$ cat src/rtl/adcsr_pkg.sv
// constants, types and states of the adc serial readout block
// Overview of operation
// - select level at strobe rise picks mode
// - select tied to strobe always gives chain
// - optional start bit ahead of result bits
// - select mode busy if strobe/select low
// - chain busy if serial clock high
// - strobe rise starts conversion, output released
// - conversion ignores later strobe changes
// - after conversion return to powered-down acquisition
// - strobe fall shows msb, clock falls shift
// - each bit stable across the rising clock edge
// - release after 18th fall in select mode, or strobe rise
// - output released throughout the conversion
// - select-mode busy start bit driven low when conversion completes
// - after start bit shift msb first
// - three wires suffice, select line optional
// - 18-bit result: two's complement in range, 2ffff above it, 20000 below it
// - select-mode busy frame released after 19th fall
// - conversion timed by internal clock only
package adcsr_pkg;

  // ----------------------------------------------------------------
  // widths and depths
  // ----------------------------------------------------------------
  localparam int RESULT_W        = 18;
  localparam int RAW_W           = 20;
  localparam int SHREG_W         = 19;
  localparam int FIFO_DEPTH      = 4;
  localparam int CNT_W           = 10;
  localparam int BIT_CNT_W       = 5;

  // ----------------------------------------------------------------
  // frame lengths in serial clock falls
  // ----------------------------------------------------------------
  localparam logic [BIT_CNT_W-1:0] FRAME_BITS      = 5'h12;
  localparam logic [BIT_CNT_W-1:0] BUSY_FRAME_BITS = 5'h13;
  localparam logic [BIT_CNT_W-1:0] LAST_BIT        = 5'h01;

  // ----------------------------------------------------------------
  // conversion timing
  // ----------------------------------------------------------------
  localparam int CLK_PERIOD_NS   = 4;
  localparam int CONV_MIN_NS     = 1000;
  localparam int CONV_TYP_NS     = 2000;
  localparam int CONV_MAX_NS     = 2500;
  localparam int CONV_MIN_CYC    =
    (CONV_MIN_NS + CLK_PERIOD_NS - 1) / CLK_PERIOD_NS;
  localparam int CONV_TYP_CYC    =
    (CONV_TYP_NS + CLK_PERIOD_NS - 1) / CLK_PERIOD_NS;
  localparam int CONV_MAX_CYC    = CONV_MAX_NS / CLK_PERIOD_NS;

  // ----------------------------------------------------------------
  // output codes and limits
  // ----------------------------------------------------------------
  localparam logic [RESULT_W-1:0]     SAT_POS_CODE  = 18'h2ffff;
  localparam logic [RESULT_W-1:0]     SAT_NEG_CODE  = 18'h20000;
  localparam logic signed [RAW_W-1:0] RAW_POS_LIMIT = 20'sh1ffff;
  localparam logic signed [RAW_W-1:0] RAW_NEG_LIMIT = 20'she0000;

  // ----------------------------------------------------------------
  // reset values
  // ----------------------------------------------------------------
  localparam logic [SHREG_W-1:0]   RST_SHREG     = 19'h00000;
  localparam logic [CNT_W-1:0]     RST_CONV_CNT  = 10'h000;
  localparam logic [BIT_CNT_W-1:0] RST_BITS      = 5'h00;

  // ----------------------------------------------------------------
  // types
  // ----------------------------------------------------------------
  typedef enum logic [3:0] {
    S_IDLE  = 4'b0001,
    S_CONV  = 4'b0010,
    S_WAIT  = 4'b0100,
    S_SHIFT = 4'b1000
  } adcsr_state_type;

  typedef struct packed {
    logic convertStrobe;
    logic serialClk;
    logic serialInSelect;
  } adcsr_pins_type;

  typedef struct packed {
    logic serialResultOut;
    logic serialResultOeN;
  } adcsr_sdo_type;

endpackage

$ cat src/rtl/adcsr_fifo.sv
// sample fifo between digitiser core and readout
`timescale 1ns/1ns
module adcsr_fifo
  import adcsr_pkg::*;
#(
  parameter int WIDTH = 20,
  parameter int DEPTH = 4
) (
  // clock and reset
  input  logic             sys_clk,
  input  logic             nrst,
  // fill side
  input  logic [WIDTH-1:0] inData,
  input  logic             inValid,
  output logic             inReady,
  // drain side
  output logic [WIDTH-1:0] outData,
  output logic             outValid,
  input  logic             outReady
);

  localparam int PW = (DEPTH > 1) ? $clog2(DEPTH) : 1;
  localparam logic [PW:0]   FULL_CNT = (PW+1)'(DEPTH);
  localparam logic [PW-1:0] LAST_PTR = PW'(DEPTH - 1);

  logic [WIDTH-1:0] mem [DEPTH];
  logic [PW-1:0]    wrPtr;
  logic [PW-1:0]    rdPtr;
  logic [PW:0]      count;
  logic [PW-1:0]    next_wrPtr;
  logic [PW-1:0]    next_rdPtr;
  logic [PW:0]      next_count;
  logic             push;
  logic             pop;

  function automatic logic [PW-1:0] bumpPtr(input logic [PW-1:0] p);
    bumpPtr = (p == LAST_PTR) ? '0 : p + 1'b1;
  endfunction

  assign inReady  = (count != FULL_CNT);
  assign outValid = (count != '0);
  assign push     = inValid && inReady;
  assign pop      = outValid && outReady;
  assign outData  = mem[rdPtr];

  always_comb begin
    next_wrPtr = push ? bumpPtr(wrPtr) : wrPtr;
    next_rdPtr = pop ? bumpPtr(rdPtr) : rdPtr;
    next_count = count;
    if (push && !pop) begin
      next_count = count + 1'b1;
    end else if (pop && !push) begin
      next_count = count - 1'b1;
    end
  end

  always_ff @(posedge sys_clk) begin
    if (!nrst) begin
      wrPtr <= '0;
      rdPtr <= '0;
      count <= '0;
    end else begin
      wrPtr <= next_wrPtr;
      rdPtr <= next_rdPtr;
      count <= next_count;
      if (push) begin
        mem[wrPtr] <= inData;
      end
    end
  end

endmodule

$ cat src/rtl/adcsr_pin_sync.sv
// two-stage pin synchroniser with edge detection
`timescale 1ns/1ns
module adcsr_pin_sync
  import adcsr_pkg::*;
#(
  parameter int WIDTH = 3
) (
  // clock and reset
  input  logic             sys_clk,
  input  logic             nrst,
  // asynchronous pins
  input  logic [WIDTH-1:0] pinAsync,
  // synchronised view
  output logic [WIDTH-1:0] lvl,
  output logic [WIDTH-1:0] prev,
  output logic [WIDTH-1:0] rise,
  output logic [WIDTH-1:0] fall
);

  logic [WIDTH-1:0] meta;
  logic [WIDTH-1:0] sync;
  logic [WIDTH-1:0] last;
  logic [WIDTH-1:0] next_meta;
  logic [WIDTH-1:0] next_sync;
  logic [WIDTH-1:0] next_last;

  always_comb begin
    next_meta = pinAsync;
    next_sync = meta;
    next_last = sync;
  end

  always_ff @(posedge sys_clk) begin
    if (!nrst) begin
      meta <= '0;
      sync <= '0;
      last <= '0;
    end else begin
      meta <= next_meta;
      sync <= next_sync;
      last <= next_last;
    end
  end

  assign lvl  = sync;
  assign prev = last;
  assign rise = sync & ~last;
  assign fall = ~sync & last;

endmodule

$ cat src/rtl/adcsr_top.sv
// conversion control and serial result readout
`timescale 1ns/1ns
module adcsr_top
  import adcsr_pkg::*;
#(
  parameter int CONV_CYCLES = CONV_TYP_CYC,
  parameter int DEPTH       = FIFO_DEPTH
) (
  // clock and reset
  input  logic                 sys_clk,
  input  logic                 nrst,
  // serial pins
  input  adcsr_pins_type       pinIn,
  output adcsr_sdo_type        sdoPin,
  // digitiser sample stream
  input  logic [RAW_W-1:0]     sampleData,
  input  logic                 sampleValid,
  output logic                 sampleReady,
  // status
  output logic                 powerDown,
  output logic                 chainMode,
  output logic                 busyEnable
);

  // ----------------------------------------------------------------
  // conversion length, held inside its bounds
  // ----------------------------------------------------------------
  function automatic int clampLen(input int n);
    if (n < CONV_MIN_CYC) begin
      clampLen = CONV_MIN_CYC;
    end else if (n > CONV_MAX_CYC) begin
      clampLen = CONV_MAX_CYC;
    end else begin
      clampLen = n;
    end
  endfunction

  localparam logic [CNT_W-1:0] CONV_LEN =
    CNT_W'(clampLen(CONV_CYCLES));

  // ----------------------------------------------------------------
  // raw sample to output code
  // ----------------------------------------------------------------
  function automatic logic [RESULT_W-1:0] saturate(
    input logic signed [RAW_W-1:0] raw
  );
    if (raw > RAW_POS_LIMIT) begin
      saturate = SAT_POS_CODE;
    end else if (raw < RAW_NEG_LIMIT) begin
      saturate = SAT_NEG_CODE;
    end else begin
      saturate = raw[RESULT_W-1:0];
    end
  endfunction

  // ----------------------------------------------------------------
  // pin synchronisers and sample fifo
  // ----------------------------------------------------------------
  adcsr_pins_type   pinLvl;
  adcsr_pins_type   pinPrev;
  adcsr_pins_type   pinRise;
  adcsr_pins_type   pinFall;
  logic [RAW_W-1:0] fifoData;
  logic             fifoValid;
  logic             fifoPop;

  adcsr_pin_sync #(
    .WIDTH ($bits(adcsr_pins_type))
  ) u_sync (
    .sys_clk  (sys_clk),
    .nrst     (nrst),
    .pinAsync (pinIn),
    .lvl      (pinLvl),
    .prev     (pinPrev),
    .rise     (pinRise),
    .fall     (pinFall)
  );

  adcsr_fifo #(
    .WIDTH (RAW_W),
    .DEPTH (DEPTH)
  ) u_fifo (
    .sys_clk  (sys_clk),
    .nrst     (nrst),
    .inData   (sampleData),
    .inValid  (sampleValid),
    .inReady  (sampleReady),
    .outData  (fifoData),
    .outValid (fifoValid),
    .outReady (fifoPop)
  );

  // ----------------------------------------------------------------
  // control state
  // ----------------------------------------------------------------
  adcsr_state_type      state;
  adcsr_state_type      next_state;
  logic [CNT_W-1:0]     convCnt;
  logic [CNT_W-1:0]     next_convCnt;
  logic [SHREG_W-1:0]   shReg;
  logic [SHREG_W-1:0]   next_shReg;
  logic [BIT_CNT_W-1:0] bitsLeft;
  logic [BIT_CNT_W-1:0] next_bitsLeft;
  logic                 next_chainMode;
  logic                 next_busyEnable;
  adcsr_sdo_type        next_sdoPin;
  logic                 next_powerDown;
  logic                 startConv;
  logic                 endBusy;
  logic                 csBusy;
  logic                 readSelect;
  logic                 sclkFall;
  logic                 sdiRise;

  // a rising strobe is only heard outside a conversion
  assign startConv  = pinRise.convertStrobe && (state != S_CONV);
  // busy in select mode is judged on the levels at the end
  assign csBusy     = !pinLvl.convertStrobe ||
                      !pinLvl.serialInSelect;
  assign endBusy    = chainMode ? busyEnable : csBusy;
  // strobe low on three wires, select low on four
  assign readSelect = !pinLvl.convertStrobe ||
                      !pinLvl.serialInSelect;
  assign sclkFall   = pinFall.serialClk;
  assign sdiRise    = pinRise.serialInSelect && !chainMode;

  always_comb begin
    next_state      = state;
    next_convCnt    = convCnt;
    next_shReg      = shReg;
    next_bitsLeft   = bitsLeft;
    next_chainMode  = chainMode;
    next_busyEnable = busyEnable;
    fifoPop         = 1'b0;
    if (startConv) begin
      // level just before the edge, so a tied select reads low
      next_chainMode  = !pinPrev.serialInSelect;
      next_busyEnable = !pinPrev.serialInSelect &&
                        pinLvl.serialClk;
      next_convCnt    = CONV_LEN - 1'b1;
      next_state      = S_CONV;
    end else begin
      case (state)
        S_CONV: begin
          if (convCnt != RST_CONV_CNT) begin
            next_convCnt = convCnt - 1'b1;
          end else if (fifoValid) begin
            fifoPop = 1'b1;
            if (!chainMode) begin
              next_busyEnable = csBusy;
            end
            if (endBusy) begin
              next_shReg    = {chainMode, saturate(fifoData)};
              next_bitsLeft = BUSY_FRAME_BITS;
              next_state    = S_SHIFT;
            end else begin
              next_shReg    = {saturate(fifoData), 1'b0};
              next_bitsLeft = FRAME_BITS;
              next_state    = chainMode ? S_SHIFT : S_WAIT;
            end
          end
        end
        S_WAIT: begin
          if (readSelect) begin
            next_state = S_SHIFT;
          end
        end
        S_SHIFT: begin
          if (sdiRise) begin
            next_state = S_IDLE;
          end else if (sclkFall) begin
            next_shReg = {shReg[SHREG_W-2:0],
                          chainMode && pinLvl.serialInSelect};
            if (!chainMode) begin
              next_bitsLeft = bitsLeft - 1'b1;
              if (bitsLeft == LAST_BIT) begin
                next_state = S_IDLE;
              end
            end
          end
        end
        S_IDLE: begin
          next_state = S_IDLE;
        end
        default: begin
          next_state = S_IDLE;
        end
      endcase
    end
    // outputs follow the next state so they line up with it
    next_sdoPin.serialResultOut = next_shReg[SHREG_W-1];
    next_sdoPin.serialResultOeN = (next_state != S_SHIFT);
    next_powerDown              = (next_state != S_CONV);
  end

  always_ff @(posedge sys_clk) begin
    if (!nrst) begin
      state      <= S_IDLE;
      convCnt    <= RST_CONV_CNT;
      shReg      <= RST_SHREG;
      bitsLeft   <= RST_BITS;
      chainMode  <= 1'b0;
      busyEnable <= 1'b0;
      sdoPin     <= '{serialResultOut: 1'b0, serialResultOeN: 1'b1};
      powerDown  <= 1'b1;
    end else begin
      state      <= next_state;
      convCnt    <= next_convCnt;
      shReg      <= next_shReg;
      bitsLeft   <= next_bitsLeft;
      chainMode  <= next_chainMode;
      busyEnable <= next_busyEnable;
      sdoPin     <= next_sdoPin;
      powerDown  <= next_powerDown;
    end
  end

  // ----------------------------------------------------------------
  // checks
  // ----------------------------------------------------------------
  a_mode_select: assert property (@(posedge sys_clk)
    disable iff (!nrst)
    startConv |=> chainMode == !$past(pinPrev.serialInSelect))
    else $error("mode not taken from select level");

  a_tied_chain: assert property (@(posedge sys_clk)
    disable iff (!nrst)
    (startConv && pinLvl.serialInSelect && !pinPrev.serialInSelect)
    |=> chainMode)
    else $error("tied select did not give chain mode");

  a_chain_busy: assert property (@(posedge sys_clk)
    disable iff (!nrst)
    (startConv && !pinPrev.serialInSelect)
    |=> busyEnable == $past(pinLvl.serialClk))
    else $error("chain busy not taken from serial clock");

  a_start_release: assert property (@(posedge sys_clk)
    disable iff (!nrst)
    (startConv && pinPrev.serialInSelect)
    |=> !chainMode && sdoPin.serialResultOeN && state == S_CONV)
    else $error("conversion start did not release output");

  a_conv_runs: assert property (@(posedge sys_clk)
    disable iff (!nrst)
    (state == S_CONV && convCnt != RST_CONV_CNT) |=> state == S_CONV)
    else $error("conversion cut short");

  a_conv_hiz: assert property (@(posedge sys_clk)
    disable iff (!nrst)
    state == S_CONV |-> sdoPin.serialResultOeN && !powerDown)
    else $error("output driven during conversion");

  a_busy_low: assert property (@(posedge sys_clk)
    disable iff (!nrst)
    (state == S_CONV && fifoPop && !chainMode && csBusy)
    |=> !sdoPin.serialResultOeN && !sdoPin.serialResultOut
        && bitsLeft == BUSY_FRAME_BITS)
    else $error("busy start bit not driven low");

  a_frame_end: assert property (@(posedge sys_clk)
    disable iff (!nrst)
    (state == S_SHIFT && !chainMode && !startConv && !sdiRise
     && sclkFall && bitsLeft == LAST_BIT)
    |=> sdoPin.serialResultOeN && state == S_IDLE)
    else $error("output not released after last fall");

  a_strobe_release: assert property (@(posedge sys_clk)
    disable iff (!nrst)
    (state == S_SHIFT && startConv) |=> sdoPin.serialResultOeN)
    else $error("strobe rise did not release output");

  a_bit_stable: assert property (@(posedge sys_clk)
    disable iff (!nrst)
    (state == S_SHIFT && !sclkFall && !startConv && !sdiRise)
    |=> $stable(sdoPin.serialResultOut))
    else $error("output bit moved without a falling clock");

  a_shift_order: assert property (@(posedge sys_clk)
    disable iff (!nrst)
    (state == S_SHIFT && sclkFall && !startConv && !sdiRise
     && (chainMode || bitsLeft != LAST_BIT))
    |=> sdoPin.serialResultOut == $past(shReg[SHREG_W-2]))
    else $error("next bit not shifted out");

  a_power_down: assert property (@(posedge sys_clk)
    disable iff (!nrst)
    (state == S_CONV && fifoPop) |=> powerDown && state != S_CONV)
    else $error("no power down after conversion");

endmodule

$ cat config.mk
export PLATFORM = sky130hd
export DESIGN_NAME = adcsr_top
export DESIGN_NICKNAME = d
export VERILOG_FILES = /design/src/rtl/adcsr_pkg.sv /design/src/rtl/adcsr_fifo.sv /design/src/rtl/adcsr_pin_sync.sv /design/src/rtl/adcsr_top.sv
export SDC_FILE = /design/constraint.sdc
export NUM_CORES = 1
export LEC_CHECK = 0
export BUFFER_PORTS_ARGS = -buffer_cell sky130_fd_sc_hd__buf_2
export CAP_MARGIN = 20
export CORE_UTILIZATION = 45
export CTS_CLUSTER_SIZE = 14
export DETAILED_ROUTE_END_ITERATION = 6
export PLACE_DENSITY = 0.62
export SETUP_SLACK_MARGIN = 0.5
export SYNTH_ARGS = -nofsm -noshare
export SYNTH_HDL_FRONTEND = slang
export SYNTH_HIERARCHICAL = 1
export SYNTH_SLANG_ARGS = --single-unit
$ cat constraint.sdc
create_clock -name sys_clk -period 8.49 [get_ports sys_clk]
set_input_delay 1.2735 -clock sys_clk [delete_from_list [all_inputs] [get_ports sys_clk]]
set_output_delay 1.2735 -clock sys_clk [all_outputs]
set_load 0.05 [all_outputs]
==> metrics, run 1 <==
status=finished clean; VDD IR max=0.000138 V; RSZ-0062 raised after global routing=false; port bufs=31; Num CTS Buffers=17; crit path cell chain=buf_2 -> inv_1 -> nor4b_4 -> a21boi_0 -> a311o_1; Arr. time, crit path=3.59 ns; crit path kind=primary input to flop; CTS root buf=clkbuf_16; PD cells=231 mW/mm^2; delay-heaviest family, CP=buffers and inverters; drc violations=0; Slew Limit Fails=0; Worst Setup End Kind=flop; pin count of the biggest net entering global routing=57; first-pass GRT wire length=19100 um; Post-Route M1 WL=5510 um; Post CTS Setup Buffer Count=0; Synth-to-Final Area Change=14.4%; gr usage total=17.8%; Worst-Margin Slew=1.07 ns; CP max stage cell=nor4b_4; drt via density=5.54; drt pass-1 iters=4; CP max FO=56; wirelength, routed=11700 um; vias=3896; clk sinks=140; Top Ports=32; CTS tree=built; P_leak=0.00252 uW; non-filler cells, final=703; row cnt=42; cell area after synthesis=0.00611 sq mm; Clock Latency Late Sink=0.41 ns; wire per inst=16.6 um; crit share post-route=38.2%; core area=0.0132 sq mm; final hold viol count=0; Final WS setup=5.25 ns; final antenna diode count=0; minimum clock period=3.24 ns; post-route ant nets=0; share of layout cells above drive strength 1=19.4%; Setup Viol. Count Final=0; Iteration-0 DRC Markers=270; GPL Wtd Cong=0.790; YS warnings=6; Setup Skew=0.00470 ns; fmax=309 MHz; PostCTS Resize Cnt=0; Post-Synthesis Net Count=526; H-Tree Depth=4; initial antenna violation count=0; largest stage delay on the critical path=0.71 ns; crit start category=primary input; R2R depth=10; die width=118 um; Hold Path Class=flop to flop; Hold Buf Count CTS=0; Req. time, crit path=8.84 ns; hold slack final=0.440 ns; routed wire length on met3=434 um; cells after synthesis=489; CTS Buffer Depth=2; Post-DP Area=0.00634 sq mm; gr ovfl total=0; detailed placement HPWL=7540 um; max layer used=met4; initial cell density of the core=46.1%; die height=118 um; clock slew at reported path FFs=0.06 ns; DP Cell Count=669; Slew HR=28.7%; crit path buf inv count=2; pre-CTS setup slack=4.88 ns; vias in the first global route=3822; WL met2=5590 um; worst hold stages=1; max_cap viols=0; design area=0.00699 sq mm; setup TNS=0 ns; die area=0.0140 sq mm; final net count=552; Mapped Avg Cell Area=12.5 sq um; Worst path depth=5
## worst register-to-register path, cell delays in order (launching register included)
cell	delay, ns
dfxtp_1	0.35
or3_2	0.50
nor4b_1	0.16
and4_1	0.35
o31ai_1	0.21
ha_1	0.28
inv_1	0.06
fa_1	0.37
xor2_1	0.16
or3_2	0.41
a21boi_0	0.19
## report_power, final
| group | internal (uW) | switching, uW |
|---|---|---|
| registers | 743 | 14.4 |
| logic | 46.7 | 67.7 |
| clock network | 461 | 279 |
## state kept, by name, indices dropped and copies added (netlist names), named ones only
name / cells
bitsLeft: 5
busyEnable: 1
chainMode: 1
convCnt: 10
powerDown: 1
sdoPin: 1
shReg: 19
state: 4
u_fifo/count: 3
u_fifo/mem: 80
u_fifo/rdPtr: 2
u_fifo/wrPtr: 2
u_sync/lvl: 3
u_sync/meta: 3
u_sync/prev: 3
## layout by cell type, fill, tap and decap left out, drive strengths merged, types with 3 or more instances in the layout
cell / instances
o21ai: 23
a211oi: 6
o211ai: 3
bufinv: 3
nand2: 49
mux4: 20
a211o: 8
nor3: 17
nand3: 19
o32ai: 4
ha: 10
a31oi: 6
clkbuf: 18
clkinv: 3
mux2i: 5
nor2b: 7
nor2: 24
and2: 13
or3: 4
nor4b: 5
xor2: 7
a21boi: 7
clkinvlp: 4
o31ai: 3
dfxtp: 60
xnor2: 3
inv: 18
a21oi: 14
edfxtp: 80
or2: 4
and3: 12
buf: 34
nor4: 5
## per-layer routing
metal,global-route usage [%],vias up
li1,-,1886
met1,22.9,1926
met2,29.0,75
met3,4.87,9
met4,5.93,0
met5,0,-
## path summary, 6_finish.rpt
kind,startpoint,endpoint,slack [ns]
max,nrst,shReg[5],5.25
min reg2reg,u_sync/meta[0],u_sync/lvl[0],0.44
max reg2reg,u_fifo/count[1],u_fifo/count[2],5.38
min,u_sync/meta[0],u_sync/lvl[0],0.44
## metrics by stage
stage	util [%]	power [uW]
after global placement	47.9	877
after CTS	52.3	1620
after detailed placement	47.9	882
after floorplan	-	848
after global routing	52.8	1670
final	52.8	1610
## area by class of cell
| cell class | instances | area, sq um |
|---|---|---|
| clock buffer | 17 | 425 |
| clock inverter | 14 | 169 |
| inverter | 14 | 52.6 |
| multi-input combinational | 307 | 2300 |
| tap | 176 | 220 |
| fill | 1141 | 6250 |
| sequential | 140 | 3600 |
| timing repair buffer | 35 | 219 |
No activity file was read; power rests on OpenSTA's default activity.
==> run 2: changes to the inputs <==
==> constraint.sdc (replaced) <==
create_clock -name sys_clk -period 3.08 [get_ports sys_clk]
set_input_delay 0.462 -clock sys_clk [delete_from_list [all_inputs] [get_ports sys_clk]]
set_output_delay 0.462 -clock sys_clk [all_outputs]
set_load 0.05 [all_outputs]
==> run 2 against run 1 <==
  * Cell area rose by 1.3%
  * Global-route usage rose by 0.61 points
  * Largest cell class unchanged
  * Via count rose by 1.1%
  * First-iteration DRC count rose by 14%
  * Clock-buffer cell count rose by 1
  * Clock power rose to 2.8 times the previous value
  * Highest routed layer unchanged
  * Sequential power rose to 2.8 times the previous value
  * Worst hold slack got worse by 0.18 ns
==> metrics, run 2 (same netlist as run 1, synthesis figures left out) <==
routed wire length on met3=352 um (was 434 um); die width=118 um (unchanged); Top Ports=32 (unchanged); Setup Skew=0.0127 ns (was 0.00470 ns); max_cap viols=0 (unchanged); RSZ-0062 raised after global routing=true (was false); Crit. Startpoint=u_fifo/count[1] (was nrst); CTS root buf=clkbuf_16 (unchanged); status=finished clean (unchanged); Hold Buf Count CTS=0 (unchanged); delay-heaviest family, CP=simple AND/OR/NAND/NOR gates (was buffers and inverters); WL met2=5760 um (was 5590 um); final net count=563 (was 552); share of layout cells above drive strength 1=22.9% (was 19.4%); final antenna diode count=0 (unchanged); R2R Path Start=u_fifo/count[1] (unchanged); Worst Setup End Kind=flop (unchanged); Arr. time, crit path=2.84 ns (was 3.59 ns); R2R setup slack=0.58 ns (was 5.38 ns); final hold viol count=0 (unchanged); CP max FO=5 (was 56); Worst-Margin Slew=0.604 ns (was 1.07 ns); gr usage total=18.4% (was 17.8%); Iteration-0 DRC Markers=308 (was 270); port bufs=31 (unchanged); Largest Register=u_fifo/mem (unchanged); H-Tree Depth=4 (unchanged); CP max stage cell=or3_4 (was nor4b_4); drt pass-1 iters=4 (unchanged); Worst path depth=10 (was 5); crit path cell chain=or3_4 -> nor4b_2 -> and4_4 -> o31ai_4 -> ha_2 -> inv_2 -> fa_2 -> xor2_1 -> or3_4 -> a21boi_1 (was buf_2 -> inv_1 -> nor4b_4 -> a21boi_0 -> a311o_1); crit path kind=flop to flop (was primary input to flop); VDD IR max=0.000671 V (was 0.000138 V); Slew Limit Fails=0 (unchanged); most common cell after layout, fill and taps aside=edfxtp_1 (unchanged); detailed placement HPWL=7700 um (was 7540 um); clock slew at reported path FFs=0.05 ns (was 0.06 ns); fin util=53.5% (was 52.8%); clk sinks=140 (unchanged); largest registers=u_fifo/mem (80), shReg (19), convCnt (10) (unchanged); Slew HR=59.6% (was 28.7%); max reg flops=80 (unchanged); vias=3940 (was 3896); non-filler cells, final=714 (was 703); drc violations=0 (unchanged); GPL Wtd Cong=0.790 (about the same); PD cells=630 mW/mm^2 (was 231 mW/mm^2); die height=118 um (unchanged); wirelength, routed=11700 um (about the same); initial cell density of the core=46.1% (unchanged); Clock Latency Late Sink=0.42 ns (was 0.41 ns); Synth-to-Final Area Change=15.9% (was 14.4%); gr ovfl total=0 (unchanged); CP Capture Point=u_fifo/count[2] (was shReg[5]); Req. time, crit path=3.42 ns (was 8.84 ns); R2R depth=10 (unchanged); r2r endpoint=u_fifo/count[2] (unchanged); CTS tree=built (unchanged); pin count of the biggest net entering global routing=56 (was 57); worst hold stages=2 (was 1); Num CTS Buffers=17 (unchanged); wire per inst=16.5 um (was 16.6 um); most frequent cells in the layout=edfxtp_1, dfxtp_1, nand2_1 (unchanged); Post-Route M1 WL=5500 um (was 5510 um); P_leak=0.00257 uW (was 0.00252 uW); vias in the first global route=3996 (was 3822); row cnt=42 (unchanged); crit path buf inv count=1 (was 2); minimum clock period=2.50 ns; Hold Path Class=primary input to flop (was flop to flop); Setup Viol. Count Final=0 (unchanged); Top cell by count, worst path=or3_4; hold slack final=0.258 ns (was 0.440 ns); max layer used=met4 (unchanged); DP Cell Count=681 (was 669); Final WS setup=0.579 ns (was 5.25 ns); initial antenna violation count=0 (unchanged); pre-CTS setup slack=0.387 ns (was 4.88 ns); fmax=400 MHz; setup TNS=0 ns (unchanged); first-pass GRT wire length=19700 um (was 19100 um); crit start category=flop (was primary input); post-route ant nets=0 (unchanged); CTS Buffer Depth=2 (unchanged); largest stage delay on the critical path=0.38 ns (was 0.71 ns); drt via density=5.52 (was 5.54); core area=0.0132 sq mm (unchanged); die area=0.0140 sq mm (unchanged); crit share post-route=81.2%
run 2: where the power goes:
group	internal [uW]	total (uW)	leakage [uW]	switching (uW)
registers	2050	2100	0.00121	44.8
logic	136	323	0.00107	187
clock network	1280	2040	0.000284	766
total	3460	4460	0.00257	998
run 2: area by class of cell:
type / instances / area [sq um]
inverters: 14 / 52.6
clock buffers: 18 / 429
clock inverters: 13 / 166
fillers: 1133 / 6160
well taps: 176 / 220
flip-flops and latches: 140 / 3610
multi-input cells: 307 / 2330
repair buffers: 46 / 268
run 2: stage by stage:
stage	total power (uW)	instance area (sq um)
after floorplan	2360	6150
after global placement	2440	6460
after detailed placement	2460	6460
after CTS	4510	7070
after global routing	4620	7080
final	4460	7080
run 2: how the worst min path moves through the flow:
stage                        start           endpoint
global placement    u_sync/meta[0]      u_sync/lvl[0]
global route        sampleData[14]  u_fifo/mem[3][14]
floorplan           u_sync/meta[0]      u_sync/lvl[0]
finish                    pinIn[2]     u_sync/meta[2]
CTS                       pinIn[2]     u_sync/meta[2]
detailed placement  u_sync/meta[2]      u_sync/lvl[2]
run 2: what timing repair did:
item,4_1_cts,5_1_grt
gates resized for setup,2,2
setup endpoints to repair,1,6
setup buffers,1,1
pin swaps,1,1
run 2: layer usage:
layer / vias to the layer above / track usage [%]
met5: - / 0
met4: 0 / 7.28
met3: 9 / 4.25
met2: 65 / 30.4
met1: 1955 / 23.3
li1: 1911 / -
==> run 3: changes to the inputs <==
==> constraint.sdc (replaced) <==
create_clock -name sys_clk -period 2.4 [get_ports sys_clk]
set_input_delay 0.36 -clock sys_clk [delete_from_list [all_inputs] [get_ports sys_clk]]
set_output_delay 0.36 -clock sys_clk [all_outputs]
set_load 0.05 [all_outputs]
==> run 3 against run 2 <==
  * Highest routed layer unchanged
  * Core utilization up 7.7 points
  * Largest cell class unchanged
  * Total power up 33%
  * Clock power up 32%
  * Largest power group is now the clock network
  * Combinational power up 84%
  * Final cell count up 8.5%
  * Sequential share of layout area down 6.1 points
  * Register-to-register slack worse by 0.50 ns
  * First-iteration DRC count down 18%
  * Critical endpoint unchanged
  * Clock skew down 0.0044 ns
==> metrics, run 3 (same netlist as run 1, synthesis figures left out) <==
Synth-to-Final Area Change=32.6% (was 15.9%); vias in the first global route=4326 (was 3996); largest stage delay on the critical path=0.37 ns (was 0.38 ns); CP max FO=2 (was 5); clk sinks=140 (unchanged); largest registers=u_fifo/mem (80), shReg (19), convCnt (10) (unchanged); R2R Path Start=u_fifo/count[1] (unchanged); CP max stage cell=or3_4 (unchanged); drc violations=0 (unchanged); crit start category=flop (unchanged); min-delay src=pinIn[0] (was pinIn[2]); clock slew at reported path FFs=0.05 ns (about the same); Clock Latency Late Sink=0.42 ns (about the same); Top cell by count, worst path=or3_4 (unchanged); crit path cell chain=or3_4 -> nor4b_4 -> and4_4 -> o31ai_4 -> ha_4 -> inv_2 -> fa_2 -> xor2_1 -> or3_4 -> a21boi_2 (was or3_4 -> nor4b_2 -> and4_4 -> o31ai_4 -> ha_2 -> inv_2 -> fa_2 -> xor2_1 -> or3_4 -> a21boi_1); Hold Buf Count CTS=0 (unchanged); most frequent cells in the layout=edfxtp_1, buf_4, nand2_1 (was edfxtp_1, dfxtp_1, nand2_1); Worst Setup End Kind=flop (unchanged); Worst-Margin Slew=0.548 ns (was 0.604 ns); Hold Path Class=primary input to flop (unchanged); initial antenna violation count=0 (unchanged); drt via density=5.60 (was 5.52); final net count=624 (was 563); fmax=430 MHz (was 400 MHz); share of layout cells above drive strength 1=41.1% (was 22.9%); VDD IR max=0.000650 V (was 0.000671 V); row cnt=42 (unchanged); Iteration-0 DRC Markers=253 (was 308); gr ovfl total=0 (unchanged); port bufs=31 (unchanged); Post-Route M1 WL=6020 um (was 5500 um); gr usage total=20.8% (was 18.4%); final hold viol count=0 (unchanged); status=finished clean (unchanged); Arr. time, crit path=2.68 ns (was 2.84 ns); final antenna diode count=0 (unchanged); routed wire length on met3=663 um (was 352 um); wire per inst=18.1 um (was 16.5 um); WL met2=7060 um (was 5760 um); drt pass-1 iters=5 (was 4); H-Tree Depth=4 (unchanged); DP Cell Count=696 (was 681); Crit. Startpoint=u_fifo/count[1] (unchanged); Req. time, crit path=2.75 ns (was 3.42 ns); die area=0.0140 sq mm (unchanged); max layer used=met4 (unchanged); Slew Limit Fails=0 (unchanged); RSZ-0062 raised after global routing=true (unchanged); CTS root buf=clkbuf_16 (unchanged); detailed placement HPWL=8220 um (was 7700 um); Largest Register=u_fifo/mem (unchanged); pre-CTS setup slack=-0.0295 ns (was 0.387 ns); post-route ant nets=0 (unchanged); pin count of the biggest net entering global routing=49 (was 56); crit share post-route=96.8% (was 81.2%); max reg flops=80 (unchanged); die height=118 um (unchanged); Setup Skew=0.00830 ns (was 0.0127 ns); crit path kind=flop to flop (unchanged); Top Ports=32 (unchanged); PD cells=735 mW/mm^2 (was 630 mW/mm^2); wirelength, routed=14000 um (was 11700 um); core area=0.0132 sq mm (unchanged); non-filler cells, final=775 (was 714); CTS Buffer Depth=2 (unchanged); GPL Wtd Cong=0.841 (was 0.790); Slew HR=63.0% (was 59.6%); CTS tree=built (unchanged); Final WS setup=0.0762 ns (was 0.579 ns); Setup Viol. Count Final=0 (unchanged); Num CTS Buffers=17 (unchanged); P_leak=0.00302 uW (was 0.00257 uW); first-pass GRT wire length=22100 um (was 19700 um); max_cap viols=0 (unchanged); minimum clock period=2.32 ns (was 2.50 ns); vias=4342 (was 3940); most common cell after layout, fill and taps aside=edfxtp_1 (unchanged); initial cell density of the core=46.1% (unchanged); die width=118 um (unchanged)
[run 3: routing by layer]
metal	up-vias	track usage [%]
met3	24	5.79
met5	-	0
met1	2144	26.2
met2	130	33.9
met4	0	8.70
li1	2044	-
[run 3: per-stage QoR]
| stage | total power (uW) | area [sq um] | setup TNS, ns | hold WS, ns | utilization (%) |
|---|---|---|---|---|---|
| floorplan | 3040 | 6250 | -0.0623 | 0.412 | - |
| global route | 6170 | 8100 | -0.00209 | 0.136 | 61.2 |
| finish | 5950 | 8100 | 0 | 0.142 | 61.2 |
| CTS | 5940 | 7670 | 0 | 0.128 | 57.9 |
| global placement | 3170 | 6620 | 0 | 0.446 | 50.0 |
| detailed placement | 3190 | 6620 | -0.0295 | 0.450 | 50.0 |
[run 3: timing repair]
action	4_1_cts	5_1_grt
resized for setup	55	64
gates cloned	3	1
buffers inserted	24	20
setup endpoints to repair	40	39
pin swaps	26	33
[run 3: final timing paths]
kind / endpoint / slack (ns) / cells past startpoint
min reg2reg: u_sync/lvl[0] / 0.46 / 1
max reg2reg: u_fifo/count[2] / 0.08 / 10
max: u_fifo/count[2] / 0.08 / 10
min: u_sync/meta[0] / 0.14 / 2
[run 3: layout make-up]
type                       instances  area, sq um
fill                            1008         5140
multi-input combinational        311         2770
timing repair buffer             103          822
clock buffer                      20          437
sequential                       140         3630
tap                              176          220
inverter                          14         52.6
clock inverter                    11          166
[run 3: worst max-delay path, delay by kind of cell, from the launching register on]
kind	cells	cell delay [ns]
fa+ha+maj	2	0.50
buf+inv	1	0.03
compound gates	2	0.20
simple gates	4	1.03
flops	1	0.33
xor+xnor	1	0.15
[run 3: power by group]
part | internal [uW] | leakage, uW | switching (uW) | total, uW
clock | 1730 | 0.000288 | 960 | 2690
combinational | 271 | 0.00151 | 322 | 593
sequential | 2630 | 0.00122 | 40.3 | 2670
total | 4630 | 0.00302 | 1320 | 5950
